`src/adc_pair_trig_pkg.sv`:
```
// Package for the paired conversion trigger control block.
// Assumes a 32-bit Avalon-MM slave with word addressing by byte offset.
package adc_pair_trig_pkg;
   localparam int NUM_PAIRS = 3;
   localparam int SEL_W = 5;
   // Byte offsets of the registers
   localparam logic [3:0] OFF_CTRL_A = 4'h0;
   localparam logic [3:0] OFF_CTRL_B = 4'h4;
   localparam logic [3:0] OFF_IRQ_STATUS = 4'h8;
   localparam logic [3:0] OFF_IRQ_MASK = 4'hC;
   // Field positions inside one byte lane of a control register
   localparam int POS_SEL = 0;
   localparam int POS_SWTRG = 5;
   localparam int POS_PEND = 6;
   localparam int POS_IRQEN = 7;
   // Reset values
   localparam logic [15:0] CTRL_RESET = 16'h0000;
   localparam logic [2:0] MASK_RESET = 3'h0;
   // Trigger selector codes
   localparam logic [4:0] SEL_NONE = 5'h00;
   localparam logic [4:0] SEL_SOFT = 5'h01;
   localparam logic [4:0] SEL_GLOBAL = 5'h02;
   localparam logic [4:0] SEL_SPECIAL = 5'h03;
   localparam logic [4:0] SEL_PWM_FIRST = 5'h04;
   localparam logic [4:0] SEL_PWM_LAST = 5'h07;
   localparam logic [4:0] SEL_TMR1 = 5'h0C;
   localparam logic [4:0] SEL_TMR2 = 5'h0D;
   localparam logic [4:0] SEL_CL_FIRST = 5'h0E;
   localparam logic [4:0] SEL_CL_LAST = 5'h11;
   localparam logic [4:0] SEL_FLT_FIRST = 5'h16;
   localparam logic [4:0] SEL_FLT_LAST = 5'h19;
   // Pair conversion state
   typedef enum logic [1:0] {
      PAIR_IDLE = 2'b00,
      PAIR_PEND = 2'b01,
      PAIR_CONV = 2'b11
   } pair_state_e;
endpackage

```
`src/adc_pair_trigger_control.sv`:
```
// Trigger selection, pending status and interrupt for three conversion pairs.
// Assumes trigger pulses and the conversion core handshake are synchronous to clock_i.
//
// Chosen here: the register addresses and the Avalon-MM slave port.
`timescale 1ns/1ps

// How it works
// - Selector zero never starts a conversion
// - Code 1 own soft, code 2 global soft
// - Code 3 special event, 4-7 PWM generators
// - Codes 12, 13 timer one, two period match
// - Codes 14-17 PWM current-limit triggers
// - Codes 22-25 PWM fault triggers
// - Register A bits 4-0 select pair two
// - Register B bits 12-8 select pair five
// - Upper byte: irq enable, pending, soft, selector
// - Lower byte: irq enable, pending, soft, selector
// - Bit 15 enables pair five completion irq
// - Bit 7 enables pair four completion irq
// - Pair five pending sets on trigger, clears done
// - Pair four pending sets on trigger, clears done
// - Soft bit honoured only with soft selector
// - Busy core holds soft request until free
// - Soft bit clears when pending sets
// - Register B read/write, resets to zero
module adc_pair_trigger_control #(
   parameter int NP = adc_pair_trig_pkg::NUM_PAIRS
) (
   input wire logic clock_i, // System clock
   input wire logic reset_i, // Synchronous reset, active high
   input wire logic enable_i, // Clock enable, freezes state when low
   input wire logic [3:0] avs_address_i, // Byte address
   input wire logic avs_read_i, // Read strobe
   input wire logic avs_write_i, // Write strobe
   input wire logic [31:0] avs_writedata_i, // Write data
   input wire logic [3:0] avs_byteenable_i, // Byte enables
   output logic [31:0] avs_readdata_o, // Read data
   output logic avs_waitrequest_o, // Wait request
   input wire logic global_soft_trig_i, // Shared software trigger pulse
   input wire logic special_event_trig_i, // PWM special event trigger pulse
   input wire logic [3:0] pwm_trig_i, // PWM generator triggers 1-4
   input wire logic [1:0] timer_period_i, // Timer 1 and 2 period match
   input wire logic [3:0] pwm_climit_trig_i, // PWM current-limit triggers 1-4
   input wire logic [3:0] pwm_fault_trig_i, // PWM fault triggers 1-4
   output logic [NP-1:0] conv_req_o, // Conversion request per pair
   input wire logic [NP-1:0] conv_grant_i, // Core accepts the pair's request
   input wire logic [NP-1:0] conv_done_i, // Core finished the pair's conversion
   output logic irq_o // Level interrupt
);

   typedef adc_pair_trig_pkg::pair_state_e pair_state_e_t;

   // Pair 0 = register A bits 7..0 (pair two); pairs 1, 2 = B low and high (four, five)
   typedef struct packed {
      logic [NP-1:0][7:0] ctrl;
      pair_state_e_t [NP-1:0] st;
      logic [NP-1:0] status;
      logic [NP-1:0] mask;
      logic [31:0] rdata;
      logic ack;
   } state_s;

   state_s cur_r;
   state_s cur_nxt;

   // One decoder for every pair; unassigned codes return no trigger
   function automatic logic trig_sel(input logic [4:0] sel, input logic own_soft,
                                     input logic glob, input logic spec,
                                     input logic [3:0] pwm, input logic [1:0] tmr,
                                     input logic [3:0] cl, input logic [3:0] flt);
      logic hit;
      hit = 1'b0;
      if (sel == adc_pair_trig_pkg::SEL_SOFT) begin
         hit = own_soft;
      end else if (sel == adc_pair_trig_pkg::SEL_GLOBAL) begin
         hit = glob;
      end else if (sel == adc_pair_trig_pkg::SEL_SPECIAL) begin
         hit = spec;
      end else if (sel >= adc_pair_trig_pkg::SEL_PWM_FIRST &&
                   sel <= adc_pair_trig_pkg::SEL_PWM_LAST) begin
         hit = pwm[sel[1:0]];
      end else if (sel == adc_pair_trig_pkg::SEL_TMR1) begin
         hit = tmr[0];
      end else if (sel == adc_pair_trig_pkg::SEL_TMR2) begin
         hit = tmr[1];
      end else if (sel >= adc_pair_trig_pkg::SEL_CL_FIRST &&
                   sel <= adc_pair_trig_pkg::SEL_CL_LAST) begin
         hit = cl[2'(sel - adc_pair_trig_pkg::SEL_CL_FIRST)];
      end else if (sel >= adc_pair_trig_pkg::SEL_FLT_FIRST &&
                   sel <= adc_pair_trig_pkg::SEL_FLT_LAST) begin
         hit = flt[2'(sel - adc_pair_trig_pkg::SEL_FLT_FIRST)];
      end
      // Code zero and the gaps fall through with no trigger
      return hit;
   endfunction

   // Merge a byte lane of a write under its enable
   function automatic logic [7:0] lane(input logic [7:0] old, input logic [7:0] wd,
                                       input logic be);
      return be ? wd : old;
   endfunction

   logic [NP-1:0] trig;
   logic wr_hit;
   logic rd_hit;
   logic [7:0] wb [NP];
   logic [NP-1:0] wen;

   always_comb begin
      wr_hit = avs_write_i && !cur_r.ack;
      rd_hit = avs_read_i && !cur_r.ack;
      // Byte image and enable for each pair's control byte
      wb[0] = avs_writedata_i[7:0];
      wen[0] = wr_hit && avs_address_i == adc_pair_trig_pkg::OFF_CTRL_A && avs_byteenable_i[0];
      wb[1] = avs_writedata_i[7:0];
      wen[1] = wr_hit && avs_address_i == adc_pair_trig_pkg::OFF_CTRL_B && avs_byteenable_i[0];
      wb[2] = avs_writedata_i[15:8];
      wen[2] = wr_hit && avs_address_i == adc_pair_trig_pkg::OFF_CTRL_B && avs_byteenable_i[1];
      for (int p = 0; p < NP; p++) begin
         trig[p] = trig_sel(cur_r.ctrl[p][4:0],
                            cur_r.ctrl[p][adc_pair_trig_pkg::POS_SWTRG],
                            global_soft_trig_i, special_event_trig_i, pwm_trig_i,
                            timer_period_i, pwm_climit_trig_i, pwm_fault_trig_i);
      end
   end

   always_comb begin
      logic [7:0] c;
      c = 8'h00;
      cur_nxt = cur_r;
      // Read data stands until the next accepted read
      cur_nxt.ack = (avs_read_i || avs_write_i) && !cur_r.ack;
      for (int p = 0; p < NP; p++) begin
         c = cur_r.ctrl[p];
         if (wen[p]) begin
            c = lane(c, wb[p], 1'b1);
            // Pending reflects hardware; software writes to it are ignored
            c[adc_pair_trig_pkg::POS_PEND] = cur_r.ctrl[p][adc_pair_trig_pkg::POS_PEND];
         end
         unique case (cur_r.st[p])
            adc_pair_trig_pkg::PAIR_IDLE: begin
               if (trig[p]) begin
                  c[adc_pair_trig_pkg::POS_PEND] = 1'b1;
                  c[adc_pair_trig_pkg::POS_SWTRG] = 1'b0;
                  cur_nxt.st[p] = adc_pair_trig_pkg::PAIR_PEND;
               end
            end
            adc_pair_trig_pkg::PAIR_PEND: begin
               // Request waits here while the core serves others
               if (conv_grant_i[p]) begin
                  cur_nxt.st[p] = adc_pair_trig_pkg::PAIR_CONV;
               end
            end
            adc_pair_trig_pkg::PAIR_CONV: begin
               if (conv_done_i[p]) begin
                  c[adc_pair_trig_pkg::POS_PEND] = 1'b0;
                  cur_nxt.st[p] = adc_pair_trig_pkg::PAIR_IDLE;
               end
            end
            default: cur_nxt.st[p] = adc_pair_trig_pkg::PAIR_IDLE;
         endcase
         // A soft bit left under a non-soft selector is never honoured
         if (cur_r.ctrl[p][4:0] != adc_pair_trig_pkg::SEL_SOFT) begin
            c[adc_pair_trig_pkg::POS_SWTRG] = c[adc_pair_trig_pkg::POS_SWTRG];
         end
         cur_nxt.ctrl[p] = c;
      end
      // Sticky completion status, write one to clear, set wins
      if (wr_hit && avs_address_i == adc_pair_trig_pkg::OFF_IRQ_STATUS && avs_byteenable_i[0]) begin
         cur_nxt.status = cur_r.status & ~avs_writedata_i[NP-1:0];
      end
      if (wr_hit && avs_address_i == adc_pair_trig_pkg::OFF_IRQ_MASK && avs_byteenable_i[0]) begin
         cur_nxt.mask = avs_writedata_i[NP-1:0];
      end
      for (int p = 0; p < NP; p++) begin
         if (cur_r.st[p] == adc_pair_trig_pkg::PAIR_CONV && conv_done_i[p] &&
             cur_r.ctrl[p][adc_pair_trig_pkg::POS_IRQEN]) begin
            cur_nxt.status[p] = 1'b1;
         end
      end
      if (rd_hit) begin
         unique case (avs_address_i)
            adc_pair_trig_pkg::OFF_CTRL_A: cur_nxt.rdata = {24'h000000, cur_r.ctrl[0]};
            adc_pair_trig_pkg::OFF_CTRL_B: cur_nxt.rdata = {16'h0000, cur_r.ctrl[2],
                                                              cur_r.ctrl[1]};
            adc_pair_trig_pkg::OFF_IRQ_STATUS: cur_nxt.rdata = 32'(cur_r.status);
            adc_pair_trig_pkg::OFF_IRQ_MASK: cur_nxt.rdata = 32'(cur_r.mask);
            default: cur_nxt.rdata = 32'h0000_0000;
         endcase
      end
   end

   always_ff @(posedge clock_i) begin
      if (reset_i) begin
         for (int p = 0; p < NP; p++) begin
            cur_r.ctrl[p] <= 8'h00;
            cur_r.st[p] <= adc_pair_trig_pkg::PAIR_IDLE;
         end
         cur_r.status <= '0;
         cur_r.mask <= '0;
         cur_r.rdata <= 32'h0000_0000;
         cur_r.ack <= 1'b0;
      end else if (enable_i) begin
         cur_r <= cur_nxt;
      end
   end

   always_comb begin
      avs_readdata_o = cur_r.rdata;
      avs_waitrequest_o = (avs_read_i || avs_write_i) && !cur_r.ack;
      irq_o = |(cur_r.status & cur_r.mask);
      for (int p = 0; p < NP; p++) begin
         conv_req_o[p] = cur_r.st[p] == adc_pair_trig_pkg::PAIR_PEND;
      end
   end

endmodule // adc_pair_trigger_control

```
`config.mk`:
```
export PLATFORM = sky130hd
export DESIGN_NAME = adc_pair_trigger_control
export DESIGN_NICKNAME = d
export VERILOG_FILES = /design/src/adc_pair_trig_pkg.sv /design/src/adc_pair_trigger_control.sv
export SDC_FILE = /design/constraint.sdc
export NUM_CORES = 1
export LEC_CHECK = 0
export BUFFER_PORTS_ARGS = -buffer_cell sky130_fd_sc_hd__buf_2
export CELL_PAD_IN_SITES_DETAIL_PLACEMENT = 1
export CELL_PAD_IN_SITES_GLOBAL_PLACEMENT = 2
export CORE_MARGIN = 2
export CORE_UTILIZATION = 29
export CTS_CLUSTER_SIZE = 12
export DETAILED_ROUTE_END_ITERATION = 6
export HOLD_SLACK_MARGIN = 0.08
export PLACE_DENSITY = 0.83
export SYNTH_ARGS = -nofsm -noshare
export SYNTH_HDL_FRONTEND = slang
export SYNTH_SLANG_ARGS = --single-unit
```
`constraint.sdc`:
```
create_clock -name clock_i -period 2 [get_ports clock_i]
set_clock_uncertainty 0.05 [all_clocks]
set_input_delay 0.3 -clock clock_i [delete_from_list [all_inputs] [get_ports clock_i]]
set_output_delay 0.3 -clock clock_i [all_outputs]
set_load 0.01 [all_outputs]
```
==> PnR_summary.wiki, run 1 <==
{| class="wikitable"
! Metric !! Value
|-
| Congestion Overflow GR || 0
|-
| Maximum VDD drop || 0.000369 V
|-
| Proportion of netlist area held by the largest area contributor || 31.7%
|-
| Post-Route Utilization || 35.0%
|-
| Number of nets with antenna violations after detailed routing || 0
|-
| Multi-input gate area || 0.00193 mm^2
|-
| Setup repair after global routing missed its margin || no
|-
| Post-synth top flop || dfxtp_1
|-
| Setup slack of the critical path after layout || 0.0974 ns
|-
| Flop pwr share || 49.0%
|-
| Count of pins on the block boundary || 104
|-
| Number of global-route vias before repair || 3158
|-
| Sequential element share of the synthesized area || 31.7%
|-
| Met1 layer usage reported by global route || 21.2%
|-
| Leading cell type by number of instances after synthesis || dfxtp_1
|-
| Die X-Extent || 111 um
|-
| Pleak || 1.55 nW
|-
| Leading post-synthesis cells by instance count || dfxtp_1 (53), nor2_1 (47), buf_4 (35), mux2i_1 (32), nand2_1 (24)
|-
| Synthesized netlist cell count || 400
|-
| Global-route wire length before repair || 16.5 mm
|-
| Number of core rows || 39
|-
| Largest net degree at the start of global routing || 23
|-
| HP Start || avs_writedata_i[12]
|-
| Launching element type of the critical path || register
|-
| Switching power || 563 uW
|-
| DRC || 0
|-
| Vertical die dimension || 111 um
|-
| Final max-slew violation count || 0
|-
| Final cycle utilization of the critical path || 95.1%
|-
| Synth Register Bits || 53
|-
| Final weighted congestion of routability-driven global placement || 0.834
|-
| Cells taking the most area after synthesis || dfxtp_1 (32%), mux2i_1 (9.6%), buf_4 (7.9%), mux4_2 (5.4%), nor2_1 (5.3%)
|-
| Required time reported for the critical path endpoint || 2.16 ns
|-
| Violation count after the first detailed-route iteration || 112
|-
| Maximum count of clock buffers along a single path || 2
|-
| Fillcell total || 1370
|-
| Final-report setup violation count || 0
|-
| Global routing's busiest layer || met2
|-
| Initial Util || 29.5%
|-
| Worst hold path type || in2reg
|-
| Cell-internal power || 1.63 mW
|-
| Gr usage total || 16.3%
|-
| Maximum level of the CTS H-tree || 2
|-
| Net count reported at finish || 526
|-
| Average wire length per cell after detail routing || 16.9 um
|-
| Final hold slack || 0.202 ns
|-
| Via density per instance || 5.20
|-
| Via count || 3134
|-
| Clock transition at the register clock pins on the worst setup and hold paths after CTS || 0.07 ns
|-
| Worst slack at placement || -0.0283 ns
|-
| Async SR Flop Fraction || 0%
|-
| Type of the setup path with the least slack || reg2reg
|-
| Core Footprint || 0.0113 mm^2
|-
| # hold bufs at CTS || 0
|-
| CTS tree || done
|-
| Power share of the combinational group || 11.1%
|-
| Clock network fraction of design power || 39.9%
|-
| Sink count of the clock tree || 53
|-
| Pwr/cell area || 553 mW/mm^2
|-
| Startpoint of the worst register-to-register path || cur_r[48]$_SDFFE_PP0P_
|-
| Post-Synthesis Cell Area || 0.00334 mm^2
|-
| Diode count || 0
|-
| Global Route met2 Usage || 29.1%
|-
| Skew-Pair Late Insertion Delay || 0.29 ns
|-
| Count of unique library cells instantiated by Yosys || 63
|-
| Status || complete, no violations
|-
| CP endpoint kind || register
|-
| Top cell type by total area after synthesis || dfxtp_1
|-
| Arr. time, crit path || 2.06 ns
|-
| Fraction of layout instances using a drive strength above 1 || 28.9%
|-
| Total of max-cap violations || 0
|-
| Max Clock Freq || 526 MHz
|-
| DP HPWL || 8.03 mm
|-
| Number of antenna violations at the first check in global routing || 0
|-
| Final critical delay including setup and external delays || 1.90 ns
|-
| Worst-path maximum fanout || 7
|-
| Number of enable-type register cells in the synthesized netlist || 0
|-
| Synth-to-layout area growth || 18.4%
|-
| Yosys Warn Count || 0
|-
| TritonCTS Buffers || 5
|-
| M3 GR Usage || 2.56%
|-
| I/O Buffers || 67
|-
| First drt pass iteration count || 4
|-
| Worst setup path start || cur_r[48]$_SDFFE_PP0P_
|-
| Sum of negative setup slack || 0 ns
|-
| Die footprint || 0.0124 mm^2
|-
| Post-Synthesis Mean Instance Area || 8.36 um^2
|-
| Hold Fails Final Rpt || 0
|-
| Post-CTS setup buffers || 0
|-
| FF+latch area || 0.00107 mm^2
|-
| Library cell used as clock root buffer || clkbuf_16
|-
| Switching fraction of total power || 25.7%
|-
| Wirelength, routed || 10.2 mm
|}
power by group through the flow:
stage	registers, mW	clock network [mW]	logic, mW
final	1.07	0.874	0.244
after global routing	1.07	0.946	0.267
after CTS	1.07	0.909	0.244
after detailed placement	1.10	0	0.243
after global placement	1.10	0	0.235
after floorplan	1.10	0	0.148
stage by stage:
stage                     total power, mW  area [um^2]  cells
final                                2.19         3960    603
after global routing                 2.29         3960    603
after CTS                            2.23         3930    603
after detailed placement             1.34         3780    595
after global placement               1.33         3780    595
after floorplan                      1.24         3400    415
sequential cells by signal, summed over array words and instances, names as in the netlist:
name            count
avs_readdata_o     16
cur_r              37
kinds of logic after synthesis:
| family | share of synthesized area, % |
|---|---|
| AO/OA/AOI/OAI | 15.6 |
| buffers and inverters | 13.0 |
| flip-flops | 31.7 |
| multiplexers | 15.3 |
| other | 0.112 |
| AND/OR/NAND/NOR | 24.2 |
layout make-up:
class                      instances  area share, %
clock buffer                       5           3.16
sequential                        53           27.0
tap                              143           4.52
timing repair buffer              98           14.7
clock inverter                     3          0.537
inverter                          14           1.33
multi-input combinational        287           48.8
layout by cell type, fill, tap and decap left out, drive strengths merged, types with 4 or more instances in the layout:
cell	instances
clkbuf	5
nor4	4
nand3	15
a31oi	6
a221oi	5
o22ai	5
nand3b	5
buf	98
a22oi	4
nand2b	6
or2	5
nand2	24
nor3	13
inv	15
nor2	47
dfxtp	53
nor2b	6
o21ai	10
mux2i	32
nor3b	5
mux4	8
conb	16
and3	4
a21oi	21
layer usage:
layer  vias to the layer above  part of all wire [%]
li1                       1504                     -
met1                      1546                    45
met2                        73                    50
met3                        11                   4.0
met4                         0                   1.1
met5                         -                     0
worst max-delay path, stage by stage (launching register included):
cell and delay, ns:
dfxtp_1 0.33, buf_4 0.18, nor2_1 0.34, a31oi_1 0.17
nor4_1 0.44, nor3_1 0.11, nor3_1 0.20
worst paths after layout:
| path | end | slack, ns | depth (start not counted) |
|---|---|---|---|
| worst min-delay path | cur_r[65]$_SDFFE_PP0P_ | 0.20 | 3 |
| worst max-delay path | cur_r[51]$_SDFFE_PP0P_ | 0.1 | 6 |
| worst max register to register | cur_r[51]$_SDFFE_PP0P_ | 0.1 | 6 |
| worst min register to register | avs_readdata_o[12]$_SDFFE_PP0P_ | 0.40 | 2 |
what timing repair did:
item | in CTS | in global routing
setup endpoints to repair | 2 | 6
pin swaps | 0 | 1
gates cloned | 0 | 0
gates resized for setup | 3 | 8
Power figures use the tool's default switching activity.
==> inputs of run 2 (changes only) <==
--- a/config.mk
+++ b/config.mk
@@ -5,13 +5,13 @@
 export SDC_FILE = /design/constraint.sdc
 export NUM_CORES = 1
 export LEC_CHECK = 0
-export BUFFER_PORTS_ARGS = -buffer_cell sky130_fd_sc_hd__buf_2
 export CELL_PAD_IN_SITES_DETAIL_PLACEMENT = 1
 export CELL_PAD_IN_SITES_GLOBAL_PLACEMENT = 2
-export CORE_MARGIN = 2
-export CORE_UTILIZATION = 29
+export CORE_MARGIN = 1.5
+export CORE_UTILIZATION = 36
 export CTS_CLUSTER_SIZE = 12
 export DETAILED_ROUTE_END_ITERATION = 6
+export DONT_BUFFER_PORTS = 1
 export HOLD_SLACK_MARGIN = 0.08
 export PLACE_DENSITY = 0.83
 export SYNTH_ARGS = -nofsm -noshare
==> run 2 against run 1 <==
  * Hold slack got worse by 0.12 ns
  * Combinational power fell by 39%
  * Critical path depth unchanged
  * Worst setup slack worse by 0.023 ns
  * Clock-buffer cell count unchanged
  * Sequential power is essentially flat
  * Critical path type unchanged
  * Largest power group unchanged
==> PnR_summary.wiki, run 2 (synthesis gave the netlist of run 1 again) <==
{| class="wikitable"
! Metric !! Value
|-
| Largest net degree at the start of global routing || 53
|-
| Maximum VDD drop || 0.000417 V
|-
| Count of pins on the block boundary || 104
|-
| Via density per instance || 5.72
|-
| Die X-Extent || 99.4 um
|-
| Final cycle utilization of the critical path || 96.3%
|-
| Number of core rows || 34
|-
| Initial Util || 37.8%
|-
| CP endpoint kind || register
|-
| Net count reported at finish || 456
|-
| Number of flip-flops in the largest register || 37
|-
| Total of max-cap violations || 0
|-
| Worst hold path type || in2reg
|-
| TritonCTS Buffers || 5
|-
| Fraction of layout instances using a drive strength above 1 || 15.6%
|-
| Via count || 2851
|-
| Arr. time, crit path || 2.09 ns
|-
| Launching element type of the critical path || register
|-
| Hold Fails Final Rpt || 0
|-
| CTS tree || done
|-
| Pwr/cell area || 529 mW/mm^2
|-
| Final critical delay including setup and external delays || 1.93 ns
|-
| DP HPWL || 7.07 mm
|-
| Type of the setup path with the least slack || reg2reg
|-
| Startpoint of the worst register-to-register path || cur_r[57]$_SDFFE_PP0P_
|-
| Violation count after the first detailed-route iteration || 82
|-
| Count of cells along the worst register-to-register path || 6
|-
| Wirelength, routed || 9.39 mm
|-
| Maximum count of clock buffers along a single path || 2
|-
| Final max-slew violation count || 0
|-
| Final weighted congestion of routability-driven global placement || 0.804
|-
| Gr usage total || 19.1%
|-
| Number of nets with antenna violations after detailed routing || 0
|-
| Overall power || 1.87 mW
|-
| Skew-Pair Late Insertion Delay || 0.31 ns
|-
| Synth-to-layout area growth || 5.46%
|-
| Required time reported for the critical path endpoint || 2.16 ns
|-
| Worst-path maximum fanout || 4
|-
| Core Footprint || 0.00885 mm^2
|-
| Maximum level of the CTS H-tree || 2
|-
| Setup slack of the critical path after layout || 0.0739 ns
|-
| Congestion Overflow GR || 0
|-
| Slack of the worst reg-to-reg path || 0.07 ns
|-
| I/O Buffers || 0
|-
| Endpoint with the worst hold slack || cur_r[45]$_SDFFE_PP0P_
|-
| Diode count || 0
|-
| Worst slack at placement || 0.00801 ns
|-
| Average wire length per cell after detail routing || 18.8 um
|-
| Number of antenna violations at the first check in global routing || 0
|-
| Most flop-heavy register || cur_r
|-
| Global-route wire length before repair || 14.9 mm
|-
| HP Start || avs_writedata_i[0]
|-
| Number of global-route vias before repair || 2966
|-
| Commonest non-fill, non-tap cells in the layout || nor2_1 (46), dfxtp_1 (44), mux2i_1 (32)
|-
| Max Clock Freq || 519 MHz
|-
| DP Cell Count || 482
|-
| Hold Crit Depth || 2
|-
| Commonest non-fill, non-tap cell in the layout || nor2_1
|-
| Vertical die dimension || 99.4 um
|-
| Die footprint || 0.00988 mm^2
|-
| First drt pass iteration count || 4
|-
| Library cell used as clock root buffer || clkbuf_8
|-
| Final-report setup violation count || 0
|-
| Setup repair after global routing missed its margin || yes
|-
| Reg2reg end || cur_r[41]$_SDFFE_PP0P_
|-
| Status || complete, no violations
|-
| Clock transition at the register clock pins on the worst setup and hold paths after CTS || 0.11 ns
|-
| Post-layout instance count excluding filler cells || 498
|-
| DRC || 0
|-
| Pleak || 1.21 nW
|-
| Sum of negative setup slack || 0 ns
|-
| Sink count of the clock tree || 53
|}
-- run 2: changes by cell type in the layout (fill, tap and decap cells not counted), moves of 4 or more --
cell	previous run	this run
buf_2	67	0
buf_4	30	20
clkbuf_16	5	0
clkbuf_8	0	5
dfxtp_1	48	44
dfxtp_2	4	9
dlygate4sd3_1	0	7
-- run 2: final cells by class --
| type | instances | area [um^2] |
|---|---|---|
| Fill cell | 1078 | 5320 |
| Clock inverter | 3 | 21.3 |
| Clock buffer | 5 | 68.8 |
| Sequential cell | 53 | 1070 |
| Inverter | 14 | 52.6 |
| Tap cell | 108 | 135 |
| Timing Repair Buffer | 28 | 240 |
| Multi-Input combinational cell | 287 | 1940 |
-- run 2: metal layers --
metal	GRT usage (%)	part of all wire [%]
met5	0	0
met4	5.74	1.7
met1	22.9	44
met2	33.9	50
met3	4.50	4.8
-- run 2: report_power, final --
group	internal [mW]	switching (mW)
Clock	0.250	0.387
Combinational	0.0635	0.0869
Sequential	1.07	0.0135
-- run 2: how the worst max path moves through the flow --
stage / start / end / slack (ns) / depth (start not counted)
final: cur_r[57]$_SDFFE_PP0P_ / cur_r[41]$_SDFFE_PP0P_ / 0.07 / 6
after global routing: cur_r[57]$_SDFFE_PP0P_ / cur_r[41]$_SDFFE_PP0P_ / -0.01 / 6
after global placement: cur_r[61]$_SDFFE_PP0P_ / cur_r[67]$_SDFFE_PP0P_ / 0.06 / 7
after floorplan: avs_address_i[2] / cur_r[50]$_SDFFE_PP0P_ / 0.12 / 7
after detailed placement: cur_r[45]$_SDFFE_PP0P_ / cur_r[50]$_SDFFE_PP0P_ / 0.008 / 6
after CTS: cur_r[46]$_SDFFE_PP0P_ / cur_r[50]$_SDFFE_PP0P_ / 0.03 / 6
-- run 2: worst max-delay path, stage by stage, from the launching register on --
cell,delay [ns]
dfxtp_1,0.35
nand2b_1,0.16
o31ai_1,0.27
or4b_4,0.51
or2_0,0.26
a41oi_2,0.16
nor2_1,0.05
-- run 2: what timing repair did --
action,CTS,global route
hold endpoints to repair,52,1
gates resized for setup,2,13
setup endpoints to repair,3,7
hold buffers,7,1
setup buffers,0,0
-- run 2: through the flow --
stage	instance area [um^2]	util [%]	hold slack [ns]
floorplan	3400	-	0.382
global placement	3300	37.3	0.328
detailed placement	3300	37.3	0.328
CTS	3480	39.3	0.0809
global route	3530	39.9	0.0804
finish	3530	39.9	0.0831
